<file path="src/wdt_trap_pkg.sv">
// shared constants for the watchdog reset and fetch trap block
package wdt_trap_pkg;
  // control register one field positions
  localparam int unsigned CTRL1_OVF_SEL_BIT  = 0;
  localparam int unsigned CTRL1_TRAP_SEL_BIT = 4;
  localparam int unsigned CTRL1_RAM_TRAP_BIT = 5;
  // control register one reset value
  localparam logic [7:0] CTRL1_RESET        = 8'h39;
  // control register two codes
  localparam logic [7:0] CTRL2_TRAP_LOAD    = 8'hD2;
  // reset pulse timing
  localparam int unsigned RST_TIME_FC        = 24;
  localparam int unsigned RST_CYCLES         = RST_TIME_FC;
  localparam int unsigned RST_CNT_W          = 5;
  // default address ranges
  localparam logic [15:0] RAM_LO_RESET       = 16'h0040;
  localparam logic [15:0] RAM_HI_RESET       = 16'h023F;
  localparam logic [15:0] SFA_LO_RESET       = 16'h0000;
  localparam logic [15:0] SFA_HI_RESET       = 16'h003F;
endpackage

</file>
<file path="src/wdt_rst_pulse.sv">
// internal reset pulse stretcher timed on the high frequency clock
`timescale 1ns/1ps
`default_nettype none
module wdt_rst_pulse #(
  parameter int unsigned CYCLES = wdt_trap_pkg::RST_CYCLES
) (
  input  wire logic I_CLK,
  input  wire logic I_RST_B,
  input  wire logic i_ce,
  input  wire logic i_trig,
  output logic      o_active
);
  typedef enum logic [1:0] {IDLE = 2'b00, HOLD = 2'b01} st_t;
  st_t st_q, st_d;
  logic [wdt_trap_pkg::RST_CNT_W-1:0] cnt_q, cnt_d;

  always_comb begin
    st_d  = st_q;
    cnt_d = cnt_q;
    case (st_q)
      IDLE: begin
        if (i_trig) begin
          st_d  = HOLD;
          cnt_d = wdt_trap_pkg::RST_CNT_W'(CYCLES - 1);
        end
      end
      HOLD: begin
        // never longer than the limit, counted in fast clocks
        if (cnt_q == '0) begin
          st_d = IDLE;
        end else begin
          cnt_d = cnt_q - 1'b1;
        end
      end
      default: st_d = IDLE;
    endcase
  end

  always_ff @(posedge I_CLK or negedge I_RST_B) begin
    if (!I_RST_B) begin
      st_q  <= IDLE;
      cnt_q <= '0;
    end else if (i_ce) begin
      st_q  <= st_d;
      cnt_q <= cnt_d;
    end
  end

  assign o_active = (st_q == HOLD);
endmodule
`default_nettype wire

</file>
<file path="src/wdt_trap.sv">
// watchdog overflow action and instruction fetch address trap
`timescale 1ns/1ps
`default_nettype none
// How it works
// - overflow with overflow select 1 raises a watchdog reset request
// - watchdog reset request drives internal hardware reset
// - internal reset lasts at most 24 fast clock periods
// - reset from low speed mode one restarts fast oscillator, timed in fast clocks
// - trap bits share addresses of watchdog control registers one and two
// - RAM trap enable takes effect only after D2H written to register two
// - fetch from special function area always traps
// - trap select 0: illegal fetch raises trap interrupt
// - trap select 1: illegal fetch raises trap reset request
// - trap reset request drives internal hardware reset
// - trap interrupt is non-maskable, ignores master flag
// - new trap interrupt taken at once, earlier one held pending
// - overflow select 0: overflow raises watchdog interrupt
// - once overflow select cleared, software cannot set it again
// - register one is write only, reads are don't care
module wdt_trap #(
  parameter int unsigned RST_CYCLES = wdt_trap_pkg::RST_CYCLES
) (
  // clock and reset
  input  wire logic        I_CLK,
  input  wire logic        I_RST_B,
  input  wire logic        i_ce,
  // register writes from the core
  input  wire logic        i_ctrl1_wr,
  input  wire logic        i_ctrl2_wr,
  input  wire logic [7:0]  i_wdata,
  // watchdog counter and power mode
  input  wire logic        i_wdog_ovf,
  input  wire logic        i_low_speed_mode_one,
  // fetch path
  input  wire logic        i_fetch,
  input  wire logic [15:0] i_fetch_addr,
  // range configuration
  input  wire logic [15:0] i_ram_lo,
  input  wire logic [15:0] i_ram_hi,
  input  wire logic [15:0] i_sfa_lo,
  input  wire logic [15:0] i_sfa_hi,
  // interrupt service handshake
  input  wire logic        i_irq_master_flag,
  input  wire logic        i_nmi_ack,
  input  wire logic        i_nmi_return_instr,
  // results
  output logic             o_fetch_trap_irq,
  output logic             o_wdog_overflow_irq,
  output logic             o_nmi_req,
  output logic [3:0]       o_nest_depth,
  output logic             o_int_reset,
  output logic             o_hf_osc_restart,
  output logic             o_ovf_sel,
  output logic             o_trap_sel,
  output logic             o_ram_trap_active,
  output logic [7:0]       o_ctrl1_rdata
);
  // address windows checked per fetch
  localparam int unsigned N_RANGES = 2;
  localparam int unsigned RNG_RAM  = 0;
  localparam int unsigned RNG_SFA  = 1;

  // control bits of the shared register one location
  logic                      ovf_sel_q;
  logic                      ovf_sel_d;
  logic                      trap_sel_q;
  logic                      trap_sel_d;
  logic                      ram_trap_pend_q;
  logic                      ram_trap_pend_d;
  logic                      ram_trap_q;
  logic                      ram_trap_d;
  // interrupt pulses
  logic                      trap_irq_q;
  logic                      trap_irq_d;
  logic                      wdog_irq_q;
  logic                      wdog_irq_d;
  // nesting count
  logic [3:0]                nest_q;
  logic [3:0]                nest_d;
  // oscillator restart
  logic                      osc_q;
  logic                      osc_d;
  // decode and compare
  logic [N_RANGES-1:0][15:0] rng_lo;
  logic [N_RANGES-1:0][15:0] rng_hi;
  logic [N_RANGES-1:0]       in_rng;
  logic                      in_ram;
  logic                      in_sfa;
  logic                      illegal;
  logic                      ctrl2_load;
  logic                      nest_up;
  logic                      nest_down;
  logic                      rst_trig;
  logic                      rst_active;

  assign rng_lo = {i_sfa_lo, i_ram_lo};
  assign rng_hi = {i_sfa_hi, i_ram_hi};

  // one comparator per window, on the fetch cycle itself
  for (genvar g = 0; g < N_RANGES; g++) begin : g_rng
    assign in_rng[g] = (i_fetch_addr >= rng_lo[g]) && (i_fetch_addr <= rng_hi[g]);
  end

  assign in_ram  = in_rng[RNG_RAM];
  assign in_sfa  = in_rng[RNG_SFA];
  // special area always traps, RAM only when armed
  assign illegal = i_fetch && (in_sfa || (in_ram && ram_trap_q));
  // reset requests from overflow or trap
  assign rst_trig = (i_wdog_ovf && ovf_sel_q) || (illegal && trap_sel_q);
  // load code in register two
  assign ctrl2_load = i_ctrl2_wr && (i_wdata == wdt_trap_pkg::CTRL2_TRAP_LOAD);
  // saturating both ways, too deep a nest is a software fault
  assign nest_up    = i_nmi_ack && !i_nmi_return_instr && (nest_q != 4'hF);
  assign nest_down  = i_nmi_return_instr && !i_nmi_ack && (nest_q != 4'h0);

  // control bit group
  always_comb begin
    ovf_sel_d       = ovf_sel_q;
    trap_sel_d      = trap_sel_q;
    ram_trap_pend_d = ram_trap_pend_q;
    ram_trap_d      = ram_trap_q;
    // bits in shared register one location
    if (i_ctrl1_wr) begin
      // overflow select is sticky once cleared
      ovf_sel_d       = ovf_sel_q & i_wdata[wdt_trap_pkg::CTRL1_OVF_SEL_BIT];
      trap_sel_d      = i_wdata[wdt_trap_pkg::CTRL1_TRAP_SEL_BIT];
      ram_trap_pend_d = i_wdata[wdt_trap_pkg::CTRL1_RAM_TRAP_BIT];
    end
    // load code makes the staged bit live
    if (ctrl2_load) begin
      ram_trap_d = i_ctrl1_wr ? i_wdata[wdt_trap_pkg::CTRL1_RAM_TRAP_BIT] : ram_trap_pend_q;
    end
  end

  always_ff @(posedge I_CLK or negedge I_RST_B) begin
    if (!I_RST_B) begin
      ovf_sel_q       <= wdt_trap_pkg::CTRL1_RESET[wdt_trap_pkg::CTRL1_OVF_SEL_BIT];
      trap_sel_q      <= wdt_trap_pkg::CTRL1_RESET[wdt_trap_pkg::CTRL1_TRAP_SEL_BIT];
      ram_trap_pend_q <= wdt_trap_pkg::CTRL1_RESET[wdt_trap_pkg::CTRL1_RAM_TRAP_BIT];
      ram_trap_q      <= wdt_trap_pkg::CTRL1_RESET[wdt_trap_pkg::CTRL1_RAM_TRAP_BIT];
    end else if (i_ce) begin
      ovf_sel_q       <= ovf_sel_d;
      trap_sel_q      <= trap_sel_d;
      ram_trap_pend_q <= ram_trap_pend_d;
      ram_trap_q      <= ram_trap_d;
    end
  end

  // interrupt group, independent of master flag
  always_comb begin
    trap_irq_d = illegal && !trap_sel_q;
    wdog_irq_d = i_wdog_ovf && !ovf_sel_q;
  end

  always_ff @(posedge I_CLK or negedge I_RST_B) begin
    if (!I_RST_B) begin
      trap_irq_q <= 1'b0;
      wdog_irq_q <= 1'b0;
    end else if (i_ce) begin
      trap_irq_q <= trap_irq_d;
      wdog_irq_q <= wdog_irq_d;
    end
  end

  // nesting group
  always_comb begin
    nest_d = nest_q;
    // each accepted nmi nests over the one in service, up to depth 15
    if (nest_up) begin
      nest_d = nest_q + 4'h1;
    end else if (nest_down) begin
      nest_d = nest_q - 4'h1;
    end
  end

  always_ff @(posedge I_CLK or negedge I_RST_B) begin
    if (!I_RST_B) begin
      nest_q <= 4'h0;
    end else if (i_ce) begin
      nest_q <= nest_d;
    end
  end

  // oscillator group
  always_comb begin
    osc_d = osc_q;
    // only a trigger the stretcher accepts sets the mode flag
    if (rst_trig && !rst_active) begin
      osc_d = i_low_speed_mode_one;
    end else if (!rst_active) begin
      // pulse end not visible here, so this falls one cycle late
      osc_d = 1'b0;
    end
  end

  always_ff @(posedge I_CLK or negedge I_RST_B) begin
    if (!I_RST_B) begin
      osc_q <= 1'b0;
    end else if (i_ce) begin
      osc_q <= osc_d;
    end
  end

  // one stretcher serves both reset sources
  wdt_rst_pulse #(
    .CYCLES (RST_CYCLES)
  ) u_pulse (
    .I_CLK    (I_CLK),
    .I_RST_B  (I_RST_B),
    .i_ce     (i_ce),
    .i_trig   (rst_trig),
    .o_active (rst_active)
  );

  assign o_fetch_trap_irq    = trap_irq_q;
  assign o_wdog_overflow_irq = wdog_irq_q;
  // unmasked: master flag deliberately not consulted
  assign o_nmi_req           = trap_irq_q | wdog_irq_q;
  assign o_nest_depth        = nest_q;
  assign o_int_reset         = rst_active;
  assign o_hf_osc_restart    = osc_q;
  assign o_ovf_sel           = ovf_sel_q;
  assign o_trap_sel          = trap_sel_q;
  assign o_ram_trap_active   = ram_trap_q;
  // write only location, reads give nothing useful
  assign o_ctrl1_rdata       = 8'h00;

  // master flag is an input only to document that it is ignored
  logic unused_imf;
  assign unused_imf = i_irq_master_flag;
endmodule
`default_nettype wire

</file>
<file path="config.mk">
export PLATFORM = sky130hd
export DESIGN_NAME = wdt_trap
export DESIGN_NICKNAME = d
export VERILOG_FILES = /design/src/wdt_trap_pkg.sv /design/src/wdt_rst_pulse.sv /design/src/wdt_trap.sv
export SDC_FILE = /design/constraint.sdc
export NUM_CORES = 1
export LEC_CHECK = 0
export CAP_MARGIN = 20
export CORE_UTILIZATION = 65
export DETAILED_ROUTE_END_ITERATION = 12
export DONT_BUFFER_PORTS = 1
export PLACE_DENSITY_LB_ADDON = 0.25
export SLEW_MARGIN = 10
export SYNTH_ARGS = -nofsm -noshare
export SYNTH_HDL_FRONTEND = slang
export SYNTH_SLANG_ARGS = --single-unit
</file>
<file path="constraint.sdc">
create_clock -name I_CLK -period 2.4 [get_ports I_CLK]
set_clock_uncertainty 0.1 [all_clocks]
set_input_delay 0.24 -clock I_CLK [delete_from_list [all_inputs] [get_ports I_CLK]]
set_output_delay 0.24 -clock I_CLK [all_outputs]
set_load 0.01 [all_outputs]
</file>
; ---- Word level (Yosys, flattened, before mapping)
; Cells that the tools add are included.
[totals]
reg_bits = 18
in_bits = 99
out_inout_bits = 20
elab_cells = 69
[classes]
add_sub_neg = 3
order_cmp = 4
n_eq_ne = 7
muxes = 11
bitwise = 2
reduce_logical = 32
[op_table]
columns = op, n
row1 = greater-or-equal comparator 16 bit, 2
row2 = <= comparator 16 bit, 2
row3 = logical AND 1 bit, 14
row4 = 2-to-1 mux 5 bit, 2
row5 = case mux 5 bit (2 select lines), 1
row6 = "== test 8 bit, second input constant", 1
row7 = 2-to-1 mux 4 bit, 2
row8 = AND reduction 2 bit, 4
row9 = zero test 1 bit, 5
row10 = zero test 5 bit, 1
row11 = "subtractor 5 x 1 -> 5 bit, second input constant", 1
row12 = "adder 4 x 1 -> 4 bit, second input constant", 1
row13 = 2-to-1 mux 2 bit, 2
row14 = "inequality test 2 x 1 -> 1 bit, second input constant", 2
row15 = "inequality test 2 bit, second input constant", 2
row16 = "inequality test 4 bit, second input constant", 1
row17 = case mux 2 bit (2 select lines), 1
row18 = AND reduction 4 bit, 1
row19 = nonzero test 2 bit, 2
row20 = nonzero test 4 bit, 1
row21 = "subtractor 4 x 1 -> 4 bit, second input constant", 1
row22 = 2-to-1 mux 1 bit, 3
row23 = AND reduction 3 bit, 1
row24 = "== test 2 x 1 -> 1 bit, second input constant", 1
row25 = 4 further kinds, 5

; ---- Logic depth before layout (Yosys ltp)
; Gate-level depths: netlist of run 1.
[depth]
depth_word = 10
depth_mapped = 9
mapped_depth_nobuf = 9

; ---- Modules after synthesis
; From an unflattened synthesis of run 1, not the netlist that was laid out.
[hier_totals]
cells_unflattened = 319
hier_area_um2 = 2622.5
[modules_own_cells]
columns = mod, instances, cells_per_inst, area_per_inst_um2, seq_area_each_um2
row1 = wdt_trap, 1, 282, 2277.2, 280.3
row2 = wdt_rst_pulse, 1, 37, 345.3, 150.1

; ---- Worst setup path before layout of run 1
; OpenSTA, ideal clock, no wires.
[synth_path]
path_kind = input to register
startpoint = input i_sfa_hi[6]
endpoint = register u_pulse.cnt_q[3] in the netlist's numbering
setup_time_ns = 0.121
arrival_ns = 2.232
required_ns = 2.179
path_slack_ns = -0.053
stages = 9
path_buffers = 0
path_cell_list = inv_1 > ha_1 > nand4_1 > or2_1 > o31a_1 > or3_4 > nor4b_4 > o41ai_2 > a22o_1
[synth_via]
elab_chain_cells = 8
[synth_rtl]
columns = item, line
row1 = "start, declared", wdt_trap.sv:41  ; input wire logic [15:0] i_sfa_hi,
row2 = <= comparator 16 bit, wdt_trap.sv:101  ; assign in_rng[g] = (i_fetch_addr >= rng_lo[g]) && (i_fetch_addr <= rng_hi[g]);
row3 = logical AND 1 bit, wdt_trap.sv:101
row4 = logical OR 1 bit, wdt_trap.sv:107  ; assign illegal = i_fetch && (in_sfa || (in_ram && ram_trap_q));
row5 = logical AND 1 bit, wdt_trap.sv:107
row6 = logical AND 1 bit, wdt_trap.sv:109  ; assign rst_trig = (i_wdog_ovf && ovf_sel_q) || (illegal && trap_sel_q);
row7 = logical OR 1 bit, wdt_trap.sv:109
row8 = inequality test 2 bit (no source line), --
row9 = AND reduction 4 bit (no source line), --
row10 = "end signal, assigned", wdt_rst_pulse.sv:45  ; cnt_q <= cnt_d;
row11 = "end, declared", wdt_rst_pulse.sv:15  ; logic [wdt_trap_pkg::RST_CNT_W-1:0] cnt_q, cnt_d;
; Every way passes these cells.
; A chain may end at the register's enable or synchronous reset.

; ---- Final worst setup path of run 1
[layout_path]
startpoint = input i_fetch_addr[0]
endpoint = register u_pulse.cnt_q[3] in the netlist's numbering
[layout_via]
elab_chain_cells = 9
elab_cells_between_ends = 13
cone_classes = 4 x order compare / 1 x eq/ne / 8 x reduce/logical
[layout_rtl]
columns = item, line
row1 = "start, declared", wdt_trap.sv:36  ; input wire logic [15:0] i_fetch_addr,
row2 = greater-or-equal comparator 16 bit / <= comparator 16 bit (equally long branches), wdt_trap.sv:101
row3 = logical AND 1 bit, wdt_trap.sv:101
row4 = logical AND 1 bit, wdt_trap.sv:107
row5 = logical OR 1 bit *, wdt_trap.sv:107
row6 = logical AND 1 bit *, wdt_trap.sv:107
row7 = logical AND 1 bit *, wdt_trap.sv:109
row8 = logical OR 1 bit *, wdt_trap.sv:109
row9 = inequality test 2 bit (no source line) *, --
row10 = AND reduction 4 bit (no source line) *, --
; Mark *: on every way between the ends. The rest lies on a longest branch, timed or not.

==> run_results.csv, run 1 <==
group,metric,value,unit
detailed_routing,wl_per_cell,14.60,µm
critical_path,crit_path_max_incr_delay,0.34,ns
synth,yosysSeqAreaShare,15.97,%
die,die_area,4408,µm²
cells_and_area,drive_gt1_share,9.827,%
timing,rsz0062_at_grt,"no",
synth,ys_types,57,
clock_tree,htree_levels,1,
global_route,first_global_vias,2204,
detailed_routing,vias,2350,
clock_tree,clk_pin_slew,0.07,ns
critical_path,cp-start-kind,"input pin",
timing,hold_viol,0,
flow_run,cap_violations,0,
timing,tightest_slew,0.7609,ns
power_and_ir_drop,power_density,479.8,nW/µm²
placement,place_ws,-0.1021,ns
timing,hold-worst-slack,0.02103,ns
global_route,grt_start_max_net_pins,18,
synth,synth_warnings,0,
timing,fin_crit_sh,92.91,%
cells_and_area,antenna_cells,0,
detailed_routing,routed_wl,5781,µm
synth,synthArstFlopShare,100.0,%
timing,finalMaxSlewViolations,0,
cells_and_area,fin_nets,515,
timing,fmax,448.4,MHz
critical_path,cp.arrival,2.27,ns
synth,synth-seq-cells,17,
cells_and_area,fillerInstances,327,
die,core_area,4000,µm²
critical_path,worstPathCellList,"inv_1 -> ha_1 -> nand4_1 -> or2_1 -> o31a_1 -> or3_4 -> nor4b_4 -> o41ai_2 -> a22o_1",
die,die_h,66.39,µm
critical_path,cp_top_family,"simple AND/OR/NAND/NOR gates",
die,dieWidth,66.39,µm
cells_and_area,final_core_util,72.10,%
placement,placed_cell_area,2804,µm²
timing,layout_setup_ws,0.1701,ns
critical_path,path_buf_inv,1,
clock_tree,clock_latency,0.25,ns
die,num_rows,23,
critical_path,crit_required,2.45,ns
critical_path,path_class,"in -> reg",
critical_path,reg2reg_slack,0.22,ns
status,status,"finished clean",
hold_path,hold_path.class,"in -> reg",
detailed_routing,drc,0,
placement,place.gp.congestion,0.8412,
die,start_util,67.38,%
power_and_ir_drop,vdd_drop_max,0.5158,mV
synth,synth-main-ff-cell,"dfrtp_1",
clock_tree,cts_sinks,17,
synth,netlist_instances,330,
clock_tree,cts_root_buffer,"clkbuf_8",
timing,relSlewSlack,49.11,%
critical_path,endpoint_kind,"flop",
synth,synth.top_cell.area_share,31.57,%
critical_path,critPathMaxFanout,4,
clock_tree,cts_buffers,3,
global_route,grt_pass1_wl,8990,µm
synth,syn_area,2695,µm²
die,pin_count,119,
global_route,antenna_found_initial,0,
detailed_routing,drtAntennaViolNets,0,
detailed_routing,dr.pass1.iters,6,
global_route,grt.total_usage,26.85,%
cells_and_area,areaGrowthSynthToFinish,7.010,%
synth,synth_top_area_cell,"ha_1",
synth,synth_area_leaders,"ha_1 32%, dfrtp_1 12%, inv_1 9.5%",
clock_tree,tritoncts,"done",
placement,hpwl,4951,µm
placement,port_buffers,0,
synth,avgSynthCellArea,8.167,µm²
timing,final.min_clock_period,2.230,ns
clock_tree,clockBufferDepth,2,
global_route,grt_overflow,0,
detailed_routing,drtIter0Drc,53,
synth,synth_edf_count,0,
critical_path,slowest_stage,"or3_4",
cells_and_area,final_area,2884,µm²
timing,finalSetupViolCount,0,
detailed_routing,via_per_inst,5.934,
synth,synth_common_cells,"68 x ha_1, 68 x inv_1, 23 x nand2_1, 22 x a21oi_1, 13 x dfrtp_1",
timing,setup-tns-final,0,ns
power_and_ir_drop,power.leakage,0.001584,µW
==> power breakdown <==
| group | total, µW | switching (µW) | internal (µW) |
|---|---|---|---|
| clock | 215 | 99.6 | 115 |
| combinational | 670 | 337 | 332 |
| sequential | 499 | 123 | 376 |
| total | 1380 | 560 | 824 |
==> routing by layer <==
metal	up-vias	routed length, µm	share of wire, %	GRT usage, %
li1	1192	-	-	-
met1	1064	2420	42	30.36
met2	87	2931	51	50.38
met3	7	348	6.0	3.621
met4	0	80	1.4	9.840
met5	-	0	0	0
==> cell type report <==
class | instances | area [µm²] | share of cell area (%)
Multi-Input combinational cell | 242 | 1969 | 68.29
Sequential cell | 17 | 430.4 | 14.92
Inverter | 68 | 255.2 | 8.850
Timing Repair Buffer | 15 | 120.1 | 4.165
Tap cell | 50 | 62.56 | 2.169
Clock buffer | 3 | 41.29 | 1.432
Clock inverter | 1 | 5.005 | 0.1735
==> cells in the final DEF, fill, tap and decap left out, types with 4 or more instances in the layout <==
cell,count
buf_4,12
o21ai_0,12
o211ai_1,4
nor2_1,8
nor3_1,4
nand2_1,23
dfrtp_1,13
and4_1,4
inv_1,68
nand2b_1,6
dfstp_2,4
nand3_1,6
a31oi_1,4
nand4_1,11
conb_1,8
ha_1,68
a21oi_1,22
==> per-stage QoR <==
| step | power (µW) | cells |
|---|---|---|
| detailed placement | 1158 | 389 |
| global placement | 1118 | 389 |
| finish | 1384 | 396 |
| CTS | 1386 | 396 |
| floorplan | 992.0 | 337 |
| global route | 1518 | 396 |
==> kinds of logic (layout without fill, tap and decap cells) <==
logic type / Yosys count / count (layout) / share of synthesized area [%]
buffers and inverters: 78 / 87 / 12.07
AO/OA/AOI/OAI: 76 / 76 / 19.17
flip-flops: 17 / 17 / 15.97
other: 1 / 8 / 0.1391
multiplexers: 3 / 3 / 1.253
adder cells (fa/ha/maj): 69 / 69 / 32.31
XOR/XNOR: 4 / 4 / 1.300
AND/OR/NAND/NOR: 82 / 82 / 17.78
==> state kept, by name (all words and copies together) (netlist names) <==
name	flops
o_ovf_sel	1
o_trap_sel	1
o_fetch_trap_irq	1
o_hf_osc_restart	1
u_pulse.cnt_q	5
u_pulse.st_q	1
o_nest_depth	4
o_wdog_overflow_irq	1
ram_trap_pend_q	1
o_ram_trap_active	1
==> path summary, 6_finish.rpt <==
kind / from / to / depth (start not counted)
max reg2reg: u_pulse.cnt_q[0] / u_pulse.cnt_q[2] / 9
min in group asynchronous: I_RST_B / u_pulse.cnt_q[0] / 1
max: i_fetch_addr[0] / u_pulse.cnt_q[3] / 9
min: i_ce / u_pulse.st_q[0] / 2
max in group asynchronous: I_RST_B / o_nest_depth[3] / 1
min reg2reg: ram_trap_pend_q / o_ram_trap_active / 2
==> what timing repair did <==
item	in CTS	in global routing
buffers inserted	0	0
setup endpoints to repair	0	1
endpoints found under the hold margin	18	0
hold buffers	3	0
resized for setup	0	1
Power figures use the tool's default switching activity.
==> run 2, diff against run 1 <==
- CORE_UTILIZATION: 65 -> 66
- CTS_CLUSTER_DIAMETER: not set -> 200
- clock period: 2.4 -> 2.9 ns (I/O delays scaled with it)
==> run 2 against run 1 <==
Against the previous run:
- routed wire length is 1.6% lower
- register-to-register slack better by 0.45 ns
- clock power is 18% lower
- sequential share of layout area is 0.55 points higher
- via count is 0.38% higher
- critical endpoint is now u_pulse.cnt_q[0]
- largest power group unchanged
==> run_results.csv, run 2 (synthesis results as in run 1) <==
group,metric,value,unit
clock_tree,post-cts-setup-buffer-count,0,
timing,fin_crit_sh,84.73,%
timing,hold_viol,0,
timing,rsz0062_at_grt,"no",
critical_path,cp.arrival,2.48,ns
power_and_ir_drop,power.leakage,0.001521,µW
clock_tree,cts_buffers,3,
power_and_ir_drop,power_density,399.6,nW/µm²
status,status,"finished clean",
global_route,grt.total_usage,27.07,%
critical_path,crit_path_max_incr_delay,0.49,ns
global_route,grt_start_max_net_pins,18,
detailed_routing,drc,0,
detailed_routing,wl_per_cell,14.89,µm
clock_tree,cts_sinks,17,
critical_path,timing.rr.start,"u_pulse.cnt_q[0]",
cells_and_area,fin_nets,503,
global_route,antenna_found_initial,0,
global_route,grt_pass1_wl,9149,µm
detailed_routing,vias,2359,
clock_tree,clock_latency,0.26,ns
hold_path,hold_path.class,"in -> reg",
critical_path,path_class,"in -> reg",
die,pin_count,119,
detailed_routing,met3_wirelength,381,µm
clock_tree,htree_levels,1,
cells_and_area,areaGrowthSynthToFinish,3.203,%
timing,setup-tns-final,0,ns
critical_path,slowest_stage,"a2111oi_0",
timing,fmax,407.0,MHz
detailed_routing,dr.pass1.iters,4,
critical_path,worstPathCellList,"inv_1 -> ha_1 -> nand2b_1 -> a2111oi_0 -> buf_4 -> o311ai_1 -> nor2_1 -> a211oi_2 -> o41ai_2 -> a22oi_1",
timing,relSlewSlack,49.37,%
detailed_routing,drtAntennaViolNets,0,
clock_tree,cts_resized,0,
global_route,first_global_vias,2199,
placement,hpwl,4891,µm
critical_path,path_buf_inv,2,
detailed_routing,routed_wl,5687,µm
cells_and_area,largest_register_ff_count,5,
timing,finalSetupViolCount,0,
critical_path,critPathMaxFanout,4,
critical_path,cp-start-kind,"input pin",
die,dieWidth,65.90,µm
die,die_area,4343,µm²
timing,final.min_clock_period,2.457,ns
detailed_routing,highest_layer,"met4",
timing,finalMaxSlewViolations,0,
detailed_routing,drt-met1-wl,2386,µm
critical_path,cp_top_family,"compound AO/OA/AOI/OAI gates",
clock_tree,clk_pin_slew,0.06,ns
flow_run,cap_violations,0,
die,start_util,70.95,%
detailed_routing,drtIter0Drc,79,
timing,tightest_slew,0.7570,ns
power_and_ir_drop,vdd_drop_max,0.5370,mV
hold_path,hp-start,"i_ctrl1_wr",
cells_and_area,antenna_cells,0,
die,die_h,65.90,µm
detailed_routing,wl_met2,2866,µm
clock_tree,hold_buffers,1,
die,num_rows,22,
placement,port_buffers,0,
cells_and_area,final_core_util,73.22,%
die,core_area,3799,µm²
detailed_routing,via_per_inst,6.175,
clock_tree,tritoncts,"done",
cells_and_area,largest-register,"u_pulse.cnt_q",
clock_tree,clockBufferDepth,2,
cells_and_area,final_cell_mix,"68 x inv_1, 68 x ha_1, 23 x nand2_1, 22 x a21oi_1, 13 x dfrtp_1",
critical_path,crit_required,2.92,ns
global_route,grt_overflow,0,
placement,place.gp.congestion,0.8030,
cells_and_area,drive_gt1_share,6.587,%
clock_tree,cts_root_buffer,"clkbuf_8",
critical_path,endpoint_kind,"flop",
critical_path,crit_start,"i_fetch_addr[0]",
==> run 2: cell types whose count changed in the layout (fill, tap and decap cells not counted) <==
cell,delta
or4b_4,-1
clkbuf_1,+1
clkinv_2,-1
dlygate4sd3_1,-2
buf_4,-10
or4b_1,+1
==> run 2: path summary, 6_finish.rpt <==
| check | endpoint | slack, ns | cells past startpoint |
|---|---|---|---|
| max | u_pulse.cnt_q[0] | 0.44 | 10 |
| min | o_ovf_sel | 0.006 | 1 |
| max reg2reg | u_pulse.cnt_q[2] | 0.67 | 9 |
| min reg2reg | o_ovf_sel | 0.42 | 2 |
| max in group asynchronous | o_nest_depth[3] | 1.78 | 1 |
| min in group asynchronous | u_pulse.cnt_q[4] | 0.44 | 1 |
==> run 2: power by group <==
part / total, µW / internal (µW) / switching [µW]
Sequential: 442 / 311 / 131
Clock: 177 / 97.7 / 79.7
Combinational: 492 / 246 / 246
==> run 2: area by class of cell <==
cell class,count,area [µm²]
tap,48,60.06
sequential,17,430.4
inverter,68,255.2
fill,311,1017
multi-input combinational,242,1966
timing repair buffer,3,25.02
clock buffer,4,45.04
==> run 2: per-layer routing <==
metal / track usage, % / vias to the layer above
li1: - / 1167
met1: 31.14 / 1095
met2: 50.89 / 92
met3: 4.138 / 5
met4: 7.337 / 0
met5: 0 / -
==> run 2: worst reg2reg max path, delay by kind of cell (launching register included) <==
kind,cells,cell delay (ns)
simple gates,4,1.02
flops,1,0.40
compound gates,3,0.32
fa+ha+maj,1,0.16
buf+inv,1,0.11
==> run 2: stage by stage <==
step                      worst slack [ns]  instances  power [µW]  hold slack (ns)  cell area [µm²]
after floorplan                     0.3966        337       820.8          -0.1056             2721
after global placement              0.1947        377       894.8          -0.1051             2726
after detailed placement            0.2130        377       923.1          -0.1051             2726
after CTS                           0.4608        382        1114         0.002438             2781
after global routing                0.2827        382        1210         0.005418             2781
final                               0.4428        382        1111         0.006385             2781
==> run 3, diff against run 2 <==
- CORE_UTILIZATION: 66 -> 59
- clock period: 2.9 -> 2.2 ns (I/O delays scaled with it)
==> run 3 against run 2 <==
Against the previous run:
- clock power grew 37%
- first-iteration DRC count grew 97%
- critical path depth is the same
- setup slack lost 0.41 ns
- highest routed layer unchanged
- global-route usage shrank 1.6 points
- critical path type unchanged
- via count grew 2.5%
- design area grew 11%
- die area grew 11%
- largest cell class unchanged
- power grew 41%
==> run_results.csv, run 3 (synthesis results as in run 1) <==
group,metric,value,unit
status,status,"finished clean",
detailed_routing,routed_wl,6125,µm
detailed_routing,wl_per_cell,15.16,µm
cells_and_area,final_area,3097,µm²
cells_and_area,final_cell_mix,"60 x inv_1, 60 x ha_1, 23 x nand2_1, 21 x a21oi_1, 17 x buf_4",
clock_tree,cts_sinks,17,
power_and_ir_drop,power_density,506.5,nW/µm²
global_route,first_global_vias,2359,
detailed_routing,via_per_inst,5.985,
timing,hold_viol,0,
clock_tree,clockBufferDepth,2,
placement,place.gp.congestion,0.8231,
global_route,grt_pass1_wl,10120,µm
cells_and_area,drive_gt1_share,15.91,%
die,pin_count,119,
global_route,antenna_found_initial,0,
critical_path,cp.arrival,2.24,ns
detailed_routing,dr.pass1.iters,4,
critical_path,crit_required,2.27,ns
global_route,grtUsageMet2,42.61,%
cells_and_area,largest-register,"u_pulse.cnt_q",
cells_and_area,largest_register_ff_count,5,
cells_and_area,seq_area,430.4,µm²
power_and_ir_drop,vdd_drop_max,0.3529,mV
cells_and_area,fin_nets,521,
timing,finalMaxSlewViolations,0,
hold_path,hold_path.class,"in -> reg",
timing,tightest_slew,0.7539,ns
placement,port_buffers,0,
die,start_util,61.47,%
global_route,grt.total_usage,25.43,%
timing,finalSetupViolCount,0,
critical_path,cp-start-kind,"input pin",
die,dieWidth,69.59,µm
die,die_h,69.59,µm
clock_tree,clk_pin_slew,0.07,ns
global_route,grt_use_met1,33.79,%
power_and_ir_drop,power,1568,µW
global_route,grt_overflow,0,
clock_tree,tritoncts,"done",
placement,dp_cells,396,
cells_and_area,antenna_cells,0,
timing,relSlewSlack,49.57,%
clock_tree,cts_buffers,3,
flow_run,cap_violations,0,
detailed_routing,vias,2418,
critical_path,endpoint_kind,"flop",
clock_tree,post-cts-setup-buffer-count,0,
critical_path,path_class,"in -> reg",
clock_tree,clock_latency,0.26,ns
die,die_area,4842,µm²
cells_and_area,final_cells,404,
timing,rsz0062_at_grt,"yes",
timing,fmax,461.5,MHz
critical_path,critPathMaxFanout,3,
cells_and_area,areaGrowthSynthToFinish,14.90,%
clock_tree,cts_root_buffer,"clkbuf_8",
placement,placed_cell_area,2979,µm²
global_route,use_met3,5.959,%
power_and_ir_drop,power.leakage,0.001607,µW
timing,setup-tns-final,0,ns
cells_and_area,multiInputGateArea,2090,µm²
global_route,grt_start_max_net_pins,18,
die,core_area,4384,µm²
detailed_routing,drtIter0Drc,156,
die,num_rows,24,
hold_path,whs_path_depth,2,
critical_path,reg2regPathDepth,9,
clock_tree,htree_levels,1,
timing,final.min_clock_period,2.167,ns
cells_and_area,fillerInstances,355,
global_route,grt.busiest_layer,"met2",
detailed_routing,drc,0,
placement,hpwl,5247,µm
detailed_routing,drtAntennaViolNets,0,
timing,fin_crit_sh,98.50,%
==> run 3: cell types whose count changed in the layout (fill, tap and decap cells not counted), moves of 2 or more <==
cell,delta
buf_4,+15
ha_1,-8
ha_4,+8
inv_1,-8
dlygate4sd3_1,+3
inv_4,+3
inv_8,+2
==> run 3: report_power, final <==
part	switching, µW	internal [µW]	leakage, µW
registers	126	410	0.000203
clock network	116	128	0.0000217
logic	392	397	0.00138
total	633	935	0.00161
==> run 3: timing repair <==
action | in CTS | in global routing
hold endpoints to repair | 18 | 1
hold buffers | 3 | 1
setup endpoints to repair | 0 | 7
gates resized for setup | 0 | 6
==> run 3: area by class of cell <==
type                    instances  share of cell area (%)
multi-input cells             242                   67.47
inverters                      68                   9.535
repair buffers                 21                   5.414
clock inverters                 1                  0.2424
flip-flops and latches         17                   13.90
clock buffers                   3                   1.333
well taps                      52                   2.101
==> run 3: critical path, cell delays in order <==
cell and delay, ns:
inv_8 0.01, ha_4 0.25, nand4_1 0.12, or2_1 0.28, o31a_1 0.24, or3_4 0.34, nor4b_4 0.37, buf_4 0.19
nor2_1 0.06, a31oi_1 0.15
==> run 3: worst paths after layout <==
kind                                  start                   to  slack, ns
max                             i_sfa_hi[6]     u_pulse.cnt_q[4]       0.03
min                              i_ctrl1_wr    o_ram_trap_active      0.007
max reg2reg                u_pulse.cnt_q[0]     u_pulse.cnt_q[2]       0.09
min reg2reg                 ram_trap_pend_q    o_ram_trap_active       0.40
max in group asynchronous           I_RST_B     o_hf_osc_restart       1.15
min in group asynchronous           I_RST_B  o_wdog_overflow_irq       0.37
==> run 3: through the flow <==
stage,util (%),worst slack (ns),hold slack (ns)
floorplan,-,-0.1075,-0.1756
global placement,67.95,-0.1600,-0.1753
detailed placement,67.95,-0.2022,-0.1753
CTS,69.75,0.05192,0.002805
global route,70.63,-0.07287,0.004272
finish,70.63,0.03300,0.007319
==> run 3: per-layer routing <==
| metal | vias up | share of wire [%] | wire [µm] |
|---|---|---|---|
| li1 | 1201 | - | - |
| met4 | 0 | 1.3 | 82 |
| met3 | 8 | 6.5 | 399 |
| met5 | - | 0 | 0 |
| met2 | 94 | 47 | 2859 |
| met1 | 1115 | 45 | 2784 |
